`src/include/ipb_pkg.sv`:
```
// Package for the interrupt priority bank zero register block.
// Assumes a single 100 MHz clock and a plain strobe register port.
package ipb_pkg;

  // ****************************************************************
  // Register map
  // ****************************************************************
  localparam int          ADDR_W         = 4;
  localparam logic [3:0]  BANK_ZERO_ADDR = 4'h0;  // Word address of the register
  localparam int          DATA_W         = 16;
  localparam int          PRIO_W         = 3;
  localparam int          NUM_SRC        = 4;

  // Field positions (low bit of each field)
  localparam int TIMER_ONE_LSB   = 12;
  localparam int COMPARE_ONE_LSB = 8;
  localparam int CAPTURE_ONE_LSB = 4;
  localparam int EXT_ZERO_LSB    = 0;

  // Reset value of each field and the writable bit mask
  localparam logic [2:0]  PRIO_RESET     = 3'h4;
  localparam logic [15:0] BANK_RESET     = 16'h4444;
  localparam logic [15:0] BANK_WR_MASK   = 16'h7777;

  // Codes with defined meaning
  localparam logic [2:0]  PRIO_OFF       = 3'h0;
  localparam logic [2:0]  PRIO_TOP       = 3'h7;

  // Priority fields carried as one group
  typedef struct packed {
    logic [2:0] timer_one_prio_field;
    logic [2:0] compare_one_prio_field;
    logic [2:0] capture_one_prio_field;
    logic [2:0] ext_irq_zero_prio_field;
  } ipb_prio_t;

  // Source priority levels after decode, plus enable flags
  typedef struct packed {
    logic [3:0]  enabled;
    logic [11:0] levels;
  } ipb_level_t;

endpackage

```
`src/ipb_bank.sv`:
```
// Interrupt priority bank zero: four 3-bit priority fields.
// Assumes a one-cycle strobe register port, read data one cycle later.
//
// Summary of operation
// - Bits 14:12 hold the timer one priority, readable and writable.
// - Bits 10:8 hold the output compare one priority, readable and writable.
// - Bits 6:4 hold the input capture one priority, readable and writable.
// - Code 111 gives its source level 7, the highest level.
// - Code 001 gives level 1, the lowest active one, and codes between map linearly.
module ipb_bank (
  input  wire logic                           clk,        // System clock
  input  wire logic                           reset,      // Synchronous reset
  input  wire logic [ipb_pkg::ADDR_W-1:0]     reg_addr,   // Register word address
  input  wire logic [ipb_pkg::DATA_W-1:0]     reg_wdata,  // Write data
  input  wire logic                           reg_wr,     // Write strobe
  input  wire logic                           reg_rd,     // Read strobe
  output logic      [ipb_pkg::DATA_W-1:0]     reg_rdata,  // Read data, cycle after strobe
  output ipb_pkg::ipb_prio_t                  prio_out,   // Stored priority fields
  output ipb_pkg::ipb_level_t                 level_out   // Decoded levels and enables
);

  // ****************************************************************
  // Write decode
  // ****************************************************************

  // Extract one field from a bus word
  function automatic logic [2:0] field_of(input logic [15:0] w, input int lsb);
    logic [15:0] s;
    s = w >> lsb;
    return s[2:0];
  endfunction

  logic        hit_wr;
  logic        hit_rd;
  logic [2:0]  f_timer;
  logic [2:0]  f_cmp;
  logic [2:0]  f_cap;
  logic [2:0]  f_ext;

  // Address match; other addresses write nothing and read zero
  assign hit_wr = reg_wr && (reg_addr == ipb_pkg::BANK_ZERO_ADDR);
  assign hit_rd = reg_rd && (reg_addr == ipb_pkg::BANK_ZERO_ADDR);

  // ****************************************************************
  // Field storage
  // ****************************************************************

  // Timer one field
  ipb_field u_timer (
    .clk    (clk),
    .reset  (reset),
    .wr_en  (hit_wr),
    .wr_val (field_of(reg_wdata, ipb_pkg::TIMER_ONE_LSB)),
    .value  (f_timer)
  );

  // Output compare one field
  ipb_field u_cmp (
    .clk    (clk),
    .reset  (reset),
    .wr_en  (hit_wr),
    .wr_val (field_of(reg_wdata, ipb_pkg::COMPARE_ONE_LSB)),
    .value  (f_cmp)
  );

  // Input capture one field
  ipb_field u_cap (
    .clk    (clk),
    .reset  (reset),
    .wr_en  (hit_wr),
    .wr_val (field_of(reg_wdata, ipb_pkg::CAPTURE_ONE_LSB)),
    .value  (f_cap)
  );

  // External line zero field, reset 100 like the rest
  ipb_field u_ext (
    .clk    (clk),
    .reset  (reset),
    .wr_en  (hit_wr),
    .wr_val (field_of(reg_wdata, ipb_pkg::EXT_ZERO_LSB)),
    .value  (f_ext)
  );

  // ****************************************************************
  // Level decode
  // ****************************************************************

  logic [2:0] lv_timer;
  logic [2:0] lv_cmp;
  logic [2:0] lv_cap;
  logic [2:0] lv_ext;
  logic [3:0] act;

  // Linear decode shared by all four sources
  ipb_level u_lv_timer (.code(f_timer), .level(lv_timer), .active(act[3]));
  ipb_level u_lv_cmp   (.code(f_cmp),   .level(lv_cmp),   .active(act[2]));
  ipb_level u_lv_cap   (.code(f_cap),   .level(lv_cap),   .active(act[1]));
  ipb_level u_lv_ext   (.code(f_ext),   .level(lv_ext),   .active(act[0]));

  // ****************************************************************
  // Output registers
  // ****************************************************************

  logic [15:0]          rdata_reg;
  logic [15:0]          rdata_next;
  ipb_pkg::ipb_prio_t   prio_reg;
  ipb_pkg::ipb_prio_t   prio_next;
  ipb_pkg::ipb_level_t  level_reg;
  ipb_pkg::ipb_level_t  level_next;

  // Read word packs fields; gap bits 15, 11, 7, 3 stay zero
  always_comb begin
    rdata_next = 16'h0000;
    if (hit_rd) begin
      rdata_next = {1'b0, f_timer, 1'b0, f_cmp, 1'b0, f_cap, 1'b0, f_ext};
    end
    prio_next.timer_one_prio_field    = f_timer;
    prio_next.compare_one_prio_field  = f_cmp;
    prio_next.capture_one_prio_field  = f_cap;
    prio_next.ext_irq_zero_prio_field = f_ext;
    level_next.enabled = act;
    level_next.levels  = {lv_timer, lv_cmp, lv_cap, lv_ext};
  end

  // Outputs come from flops; arbitration sees values one cycle after the field
  always_ff @(posedge clk) begin
    if (reset) begin
      rdata_reg <= 16'h0000;
      prio_reg  <= {4{ipb_pkg::PRIO_RESET}};  // Struct is 12 bits, not the register layout
      level_reg <= {4'hf, ipb_pkg::BANK_RESET[14:12], ipb_pkg::BANK_RESET[10:8],
                    ipb_pkg::BANK_RESET[6:4], ipb_pkg::BANK_RESET[2:0]};
    end else begin
      rdata_reg <= rdata_next;
      prio_reg  <= prio_next;
      level_reg <= level_next;
    end
  end

  assign reg_rdata = rdata_reg;
  assign prio_out  = prio_reg;
  assign level_out = level_reg;
endmodule

```
`src/ipb_field.sv`:
```
// One 3-bit priority field with reset value and write enable.
// Assumes the parent decodes the address and selects the bits.
module ipb_field (
  input  wire logic       clk,      // System clock
  input  wire logic       reset,    // Synchronous reset, active high
  input  wire logic       wr_en,    // Field write this cycle
  input  wire logic [2:0] wr_val,   // New field value
  output logic      [2:0] value     // Stored field value
);

  logic [2:0] value_reg;
  logic [2:0] value_next;

  // Next value: hold unless written
  always_comb begin
    value_next = value_reg;
    if (wr_en) begin
      value_next = wr_val;
    end
  end

  // Register stage
  always_ff @(posedge clk) begin
    if (reset) begin
      value_reg <= ipb_pkg::PRIO_RESET;
    end else begin
      value_reg <= value_next;
    end
  end

  assign value = value_reg;

endmodule

```
`src/ipb_level.sv`:
```
// Decodes one priority code into a level and an enable flag.
// Pure combinational; the parent registers the result.
module ipb_level (
  input  wire logic [2:0] code,     // Field code
  output logic      [2:0] level,    // Arbitration level, 0 when off
  output logic            active    // Source takes part in arbitration
);

  // Linear code-to-level map; code zero means the source is off
  always_comb begin
    active = (code != ipb_pkg::PRIO_OFF);
    level  = code;
  end

endmodule
```
`config.mk`:
```
export PLATFORM = sky130hd
export DESIGN_NAME = ipb_bank
export DESIGN_NICKNAME = d
export VERILOG_FILES = /design/src/include/ipb_pkg.sv /design/src/ipb_bank.sv /design/src/ipb_field.sv /design/src/ipb_level.sv
export SDC_FILE = /design/constraint.sdc
export NUM_CORES = 1
export LEC_CHECK = 0
export BUFFER_PORTS_ARGS = -buffer_cell sky130_fd_sc_hd__buf_2
export CORE_ASPECT_RATIO = 1.5
export CORE_UTILIZATION = 25
export CTS_BUF_LIST = sky130_fd_sc_hd__clkbuf_2 sky130_fd_sc_hd__clkbuf_4 sky130_fd_sc_hd__clkbuf_8
export DETAILED_ROUTE_END_ITERATION = 8
export GPL_TIMING_DRIVEN = 0
export SETUP_SLACK_MARGIN = 0.5
export SLEW_MARGIN = 20
export SYNTH_ARGS = -nofsm -noshare
export SYNTH_HDL_FRONTEND = slang
export SYNTH_HIERARCHICAL = 1
export SYNTH_SLANG_ARGS = --single-unit
```
`constraint.sdc`:
```
create_clock -name clk -period 2.4 [get_ports clk]
set_input_delay 0.12 -clock clk [delete_from_list [all_inputs] [get_ports clk]]
set_output_delay 0.12 -clock clk [all_outputs]
set_load 0.1 [all_outputs]
```
==> out/summary.md, run 1 <==
Summed over all cells, the static leakage comes to 0.00102 uW. On the worst path, the slowest cell contributes a delay of 0.41 ns. The run gives 1 as the initial antenna violation count. The floorplan step defined a die boundary enclosing 7030 um^2. By startpoint and endpoint, the worst setup path is classified as in -> reg. The share of the core filled with cells is 0.337, and the die span in x is 68.8 um. The first routing iteration left 53 violations. The tool flagged a number of max-cap violations equal to 0.

The critical path contains buffers and inverters numbering 2 combined. Clock network latency to the later pin of the worst-skew pair: 0.30 ns. The cell with the biggest individual delay on the critical path was sky130_fd_sc_hd__and2_2.

TritonCTS built the clock tree. After detailed placement, the total cell area comes to 2080 um^2. The pre-antenna-repair detailed-routing pass consisted of 2 iterations. The total number of placement rows came out at 36. The number of standard cells after synthesis is 144, and the highest clock frequency the design can meet is 0.766 GHz.

Hold repair after CTS inserted 0 buffers. In this run the power spent charging and discharging nets is 379 uW. Hold timing on the final database bottoms out at a slack of 0.0202 ns.

Setup violations remaining at the end of the flow were counted as 0. The placed wire-length estimate after detailed placement came out at 2600 um. Total global routing overflow: 0.

The number of global-route vias before repair was 1052. The worst setup path is launched from an input port. Share of total power consumed by net switching: 0.236. The signal on the critical path passes through buf_2 > nor4_4 > buf_6 > and2_2 > nor2b_1 > a211o_1.

The power per cell area was 734 nW/um^2; the number of sinks on the clock net was 52. During placement, the flow inserted port buffers numbering 59. Broken down by cell family, the worst path's largest delay share belongs to simple AND/OR/NAND/NOR gates.

The time the final worst path needs with I/O delays and setup was 1.31 ns; the count of nets after finishing was 237. The total wire length after detailed routing was 3520 um. The share of synthesized area occupied by flip-flops and latches came out at 0.622. VDD sags by at most 0.318 mV. After detailed routing, the average wire length per cell comes to 12.1 um. Commonest non-fill, non-tap cell in the layout: sky130_fd_sc_hd__buf_2.

The logs give 2190 um^2 for the finished layout cell area and 499 um^2 for the area of combinational cells with multiple inputs. In this run the worst hold path is classified as in -> reg. The area used by sequential logic in the layout is 1040 um^2, and the count of warnings emitted by yosys is 6. Gates resized during post-CTS repair numbered 0. Relative to the synthesized area, the layout overhead comes to 30.6%. Counting flops and latches in the post-synthesis netlist gives 52. For the initial core utilization, the log shows 0.258. Buffers added to address setup during post-CTS repair amount to 0. The run gives 1230 uW as the internal power component. In the layout the commonest cells are sky130_fd_sc_hd__buf_2 (61), sky130_fd_sc_hd__dfxtp_1 (52), sky130_fd_sc_hd__nor2b_1 (21), sky130_fd_sc_hd__buf_4 (16), sky130_fd_sc_hd__or2_2 (12). At the end of routability-driven placement, the weighted congestion stood at 0.656. The routed via count divided by cell count works out to 4.02. In this run the vertical extent of the chip is 102 um. Summing every instance area after synthesis gives 1670 um^2.

Setup repair after global routing left no endpoint under its margin. Fill cells in the final layout number 695. The logs give 2.60 ns for the endpoint required time on the critical path and 1.50 ns for the data arrival time of the worst path. The run gives 0 ns as the total negative slack. The sequential group share of total power is 0.545. The final worst-path cycle share was 0.544; the share of layout cells above drive strength 1 was 0.481. Averaged over all synthesized cells, the footprint is 11.6 um^2. The number of buffers created by CTS was 5. For the number of antenna cells inserted, the log shows 0. The total routing usage reported by global routing was 0.106. The number of design rule violations left after detail routing was 0.

The number of ports placed on the die boundary was 68; the wire length of the first global-routing pass was 5140 um. The run finished with clean final reports. The worst setup path is captured at a flip-flop.

The peak fanout along the critical path is 16. In this run the standard cell core region covers 6490 um^2. The logs give 0 for the total count of hold-check failures in the final report and 0.080 for the part of the power in combinational logic.

Entering global routing, the biggest net connects 17 pins. The number of levels the H-tree was split into is 2, and the clock transition time at the flip-flop clock pins of the worst setup and hold paths is 0.08 ns. The register with the most flip-flops in the layout has 16 of them.

The number of different library cells used by synthesis comes to 16. The run gives 0.374 as the part of the power in the clock network. The routed layout has 1166 vias. Clock skew on the completed layout was measured at 0.00645 ns. The count of pins over their slew limit was 0.

In this run the remaining antenna-violating nets after routing total 0. The clock passes through at most 2 buffers. The clock tree root buffer cell was sky130_fd_sc_hd__clkbuf_8.
[Yosys cell counts]
cell                       instances  area share
sky130_fd_sc_hd__a211o_1           4       0.021
sky130_fd_sc_hd__or2_2            12       0.045
sky130_fd_sc_hd__nor2_1            8       0.018
sky130_fd_sc_hd__nor2b_1          21       0.078
sky130_fd_sc_hd__nor4_4            1       0.013
sky130_fd_sc_hd__mux2i_1           8       0.048
sky130_fd_sc_hd__buf_4            16       0.072
sky130_fd_sc_hd__and3_1            9       0.034
sky130_fd_sc_hd__and3_2            3       0.013
sky130_fd_sc_hd__dfxtp_1          52        0.62
sky130_fd_sc_hd__or3_1             4       0.015
sky130_fd_sc_hd__and2_2            1      0.0045
sky130_fd_sc_hd__buf_6             1      0.0067
sky130_fd_sc_hd__conb_1            1      0.0022
sky130_fd_sc_hd__buf_2             2      0.0060
sky130_fd_sc_hd__clkbuf_1          1      0.0022
[metrics by stage]
stage               worst slack, ns  cells  total power, uW
detailed placement            0.753    282             1030
global placement              0.780    282             1020
CTS                            1.08    290             1620
floorplan                      1.09    147              989
finish                         1.09    290             1600
global route                  0.989    290             1660
[layout make-up]
cell class                      instances  area share
Sequential cell                        52       0.476
Multi-Input combinational cell         75       0.228
Timing Repair Buffer                   59       0.135
Buffer                                 20      0.0664
Tap cell                               76      0.0435
Clock buffer                            6      0.0349
Clock inverter                          2      0.0160
[power by group through the flow]
stage,registers [uW],clock network (uW),logic (uW)
2_1_floorplan,932,0,56.9
3_3_place_gp,896,0,129
3_5_place_dp,896,0,131
4_1_cts,875,611,131
5_1_grt,877,649,136
6_report,875,601,129
[per-layer routing]
metal  global-route usage  share of wire  wire length [um]  up-vias
met5                    0         0.0054                19        -
met4               0.0659          0.029               102        2
met3               0.0435          0.085               300        9
met2                0.173           0.48              1700       44
met1                0.109           0.40              1400      528
li1                     -              -                 -      583
[kinds of logic (layout without fill, tap and decap cells)]
kind of cell | count (synthesis) | in the layout | synth area share
AOI/OAI and AO/OA | 4 | 4 | 0.0209
buffers and inverters | 20 | 87 | 0.0867
DFF | 52 | 52 | 0.622
muxes | 8 | 8 | 0.0478
other | 1 | 4 | 0.00224
and+or+nand+nor | 59 | 59 | 0.220
[worst paths after layout]
kind | startpoint | endpoint | slack, ns | cells past startpoint
min reg2reg | u_ext/value[1] | prio_out[1] | 0.52 | 1
max reg2reg | u_cmp/value[1] | level_out[14] | 1.31 | 2
max | reg_addr[1] | u_cmp/value[2] | 1.09 | 6
min | reg_wdata[6] | u_cap/value[2] | 0.02 | 2
[worst register-to-register path: stages (launching register included)]
cell and delay [ns]:
sky130_fd_sc_hd__dfxtp_1 0.35, sky130_fd_sc_hd__or3_1 0.36, sky130_fd_sc_hd__or2_2 0.27
Note: power is estimated with default switching activity, not from simulation.
==> inputs of run 2 (changes only) <==
Clock period 2.4 ns to 1.1 ns, I/O delays scaled along.
==> out/summary.md, run 2 (same netlist as run 1, synthesis figures left out) <==
The peak fanout along the critical path was 2 (-14); the area growth from synthesis to layout was 104%. The initial core utilization is 0.258 (unchanged). The run gives 0.652 (-0.72%) as the routability congestion estimate from global placement. For the static leakage, the log shows 0.00140 uW (+37%). For the part of the power in combinational logic, the log shows 0.122 (+0.042). The worst hold-check path type is in -> reg. The part of the power in the clock network is 0.326 (-0.048). The switching component of the power is 837 uW (+120%), and the number of detailed-route iterations in the first pass is 4 (+2).

The run finished, with violations left. Internal power component: 2460 uW (+100%). Global-route met2 utilization: 0.237 (+0.0633).

The met1 track demand over resource is 0.144 (+0.0344). The total global routing overflow was 0 (unchanged); the number of design rule violations left after detail routing was 0 (unchanged). After global routing, the most crowded layer is met2. The routed via count divided by cell count was 4.12 (+2.5%); the total count of hold-check failures in the final report was 6 (+6).

The data arrival time of the worst path came out at 1.22 ns (-0.28 ns). The count of nets after finishing is 262 (+11%). The number of nets with antenna violations after detailed routing is 0 (unchanged). For the maximum number of pins on one net before global-route repair, the log shows 15 (-2). The family with the most delay on the worst path was simple AND/OR/NAND/NOR gates. The logs give 52 (unchanged) for the number of sinks on the clock net and 0.00130 ns (-0.00515 ns) for the clock skew after layout.

Setup repair after global routing could not meet its margin everywhere. The smallest setup slack after layout came out at 0.0775 ns (-1.02 ns). The final reports fail on negative hold slack. The count of buffers inserted at the top-level ports is 59 (unchanged), and the highest clock frequency the design can meet is 0.978 GHz. In the layout the commonest cells are sky130_fd_sc_hd__dfxtp_4 (44), sky130_fd_sc_hd__buf_12 (41), sky130_fd_sc_hd__buf_6 (31), sky130_fd_sc_hd__buf_2 (15), sky130_fd_sc_hd__buf_4 (14). The cell with the biggest individual delay on the critical path is sky130_fd_sc_hd__dfxtp_4. The total core area is 6490 um^2 (unchanged).

The tools report the share of the core filled with cells as 0.528 (+0.190). The share of layout cells above drive strength 1 works out to 0.808 (+0.326). In this run the clock root is driven by a sky130_fd_sc_hd__clkbuf_8. Final worst-path cycle share: 0.930.

For the number of buffers created by CTS, the log shows 5 (unchanged). By startpoint and endpoint, the worst setup path is classified as reg -> reg. The wire length of the first global-routing pass was 6580 um (+28%); the endpoint required time on the critical path was 1.30 ns (-1.30 ns).

The worst setup path is launched from a flip-flop. The clock transition time at the flip-flop clock pins of the worst setup and hold paths was 0.09 ns (about the same); the instance area at placement was 2310 um^2 (+11%). The run gives 1310 (+25%) as the number of global-route vias before repair. The logs give 2 (unchanged) for the clock tree buffer depth and -0.0425 ns (-0.0627 ns) for the worst slack on hold paths. For the sequential group share of total power, the log shows 0.552 (+0.007). The total number of placement rows is 36 (unchanged), and the met3 demand-to-capacity share in global routing is 0.0268 (-0.0167). The via total after detailed routing was 1298 (+11%). For the number of levels the H-tree was split into, the log shows 2 (unchanged). Traced cell by cell, the critical path runs through or3_1 > or2_4. The power per cell area is 963 nW/um^2 (+31%). Stage delay of the slowest cell on the critical path: 0.36 ns (-0.05 ns). For the number of filler cells placed in the layout, the log shows 552 (-21%).

The total setup violations reported at the end of the flow was 0 (unchanged); the wire length per cell after detailed routing was 14.1 um (+16%). The share of total power consumed by net switching was 0.254 (+0.0176); the total negative slack was 0 ns (unchanged). Flip-flop count of the largest register, all copies and words added: 16 (unchanged). The tools report the initial antenna violation count as 0 (-1). STA classifies the critical path endpoint as a flip-flop.

Total routing usage reported by global routing: 0.131 (+0.0255). For the count of max-cap constraint violations, the log shows 0 (unchanged). For the number of DRC markers in iteration 0, the log shows 19 (-64%). The setup slack at placement came out at -0.373 ns (-1.13 ns).

The run gives 0 (unchanged) as the number of antenna cells inserted. Counting I/O delays and the setup requirement, the final critical path takes 1.02 ns. The tools report the floorplan die area as 7030 um^2 (unchanged). Die span in x: 68.8 um (unchanged).

The finished layout cell area was 3420 um^2 (+56%); the number of ports placed on the die boundary was 68 (unchanged). The total wire length after detailed routing was 4450 um (+26%); the count of pins over their slew limit was 0 (unchanged). The run gives 0.30 ns (about the same) as the clock network latency to the later pin of the worst-skew pair. The commonest non-fill, non-tap cell in the layout is sky130_fd_sc_hd__dfxtp_4. TritonCTS built the clock tree. The run gives 3290 uW (+110%) as the total chip power. The maximum ir drop on the vdd rail was 0.533 mV (+68%); the height of the die was 102 um (unchanged). The worst path buffer plus inverter count was 0 (-2).
## run 2: cell count changes in the layout (fill, tap and decap cells not counted), sizes merged
cell    previous run  this run
buf               78       102
clkbuf             7         9
bufinv             1         0
## run 2: per-stage QoR
step	std cells	hold slack [ns]
after detailed placement	282	0.270
after global placement	282	0.263
after CTS	305	-0.0492
final	315	-0.0425
after floorplan	147	0.120
after global routing	315	-0.0243
## run 2: layout make-up
cell class / instances / area (um^2) / area share
buffer: 20 / 214 / 0.0625
clock buffer: 7 / 83.8 / 0.0245
clock inverter: 1 / 3.75 / 0.00110
multi-input combinational: 75 / 637 / 0.186
timing repair buffer: 84 / 1170 / 0.343
sequential: 52 / 1220 / 0.355
tap: 76 / 95.1 / 0.0278
## run 2: power by group through the flow
stage | combinational [uW] | sequential (uW) | clock [uW]
floorplan | 140 | 1950 | 0
global placement | 300 | 1860 | 0
detailed placement | 303 | 1870 | 0
CTS | 369 | 1820 | 1120
global route | 419 | 1820 | 1170
finish | 401 | 1820 | 1070
## run 2: layer usage
layer / up-vias / part of all wire
li1: 637 / -
met1: 614 / 0.38
met2: 42 / 0.55
met3: 5 / 0.043
met4: 0 / 0.018
met5: - / 0
## run 2: repair_timing
action | CTS | global route
endpoints found under the setup margin | 88 | 92
pin swaps | 7 | 10
buffers inserted | 15 | 9
gates resized for setup | 188 | 35
hold endpoints to repair | 9 | 5
cloned | 0 | 1
## run 2: worst paths after layout
kind	from	end	slack, ns	depth (start not counted)
max reg2reg	u_cap/value[1]	level_out[13]	0.08	2
min reg2reg	u_timer/value[1]	prio_out[10]	0.50	1
min	reg_wdata[6]	u_cap/value[2]	-0.04	2
max	u_cap/value[1]	level_out[13]	0.08	2
## run 2: worst reg2reg max path, cell delays in order, from the launching register on
cell and delay [ns]:
sky130_fd_sc_hd__dfxtp_4 0.36, sky130_fd_sc_hd__or3_1 0.34, sky130_fd_sc_hd__or2_4 0.23
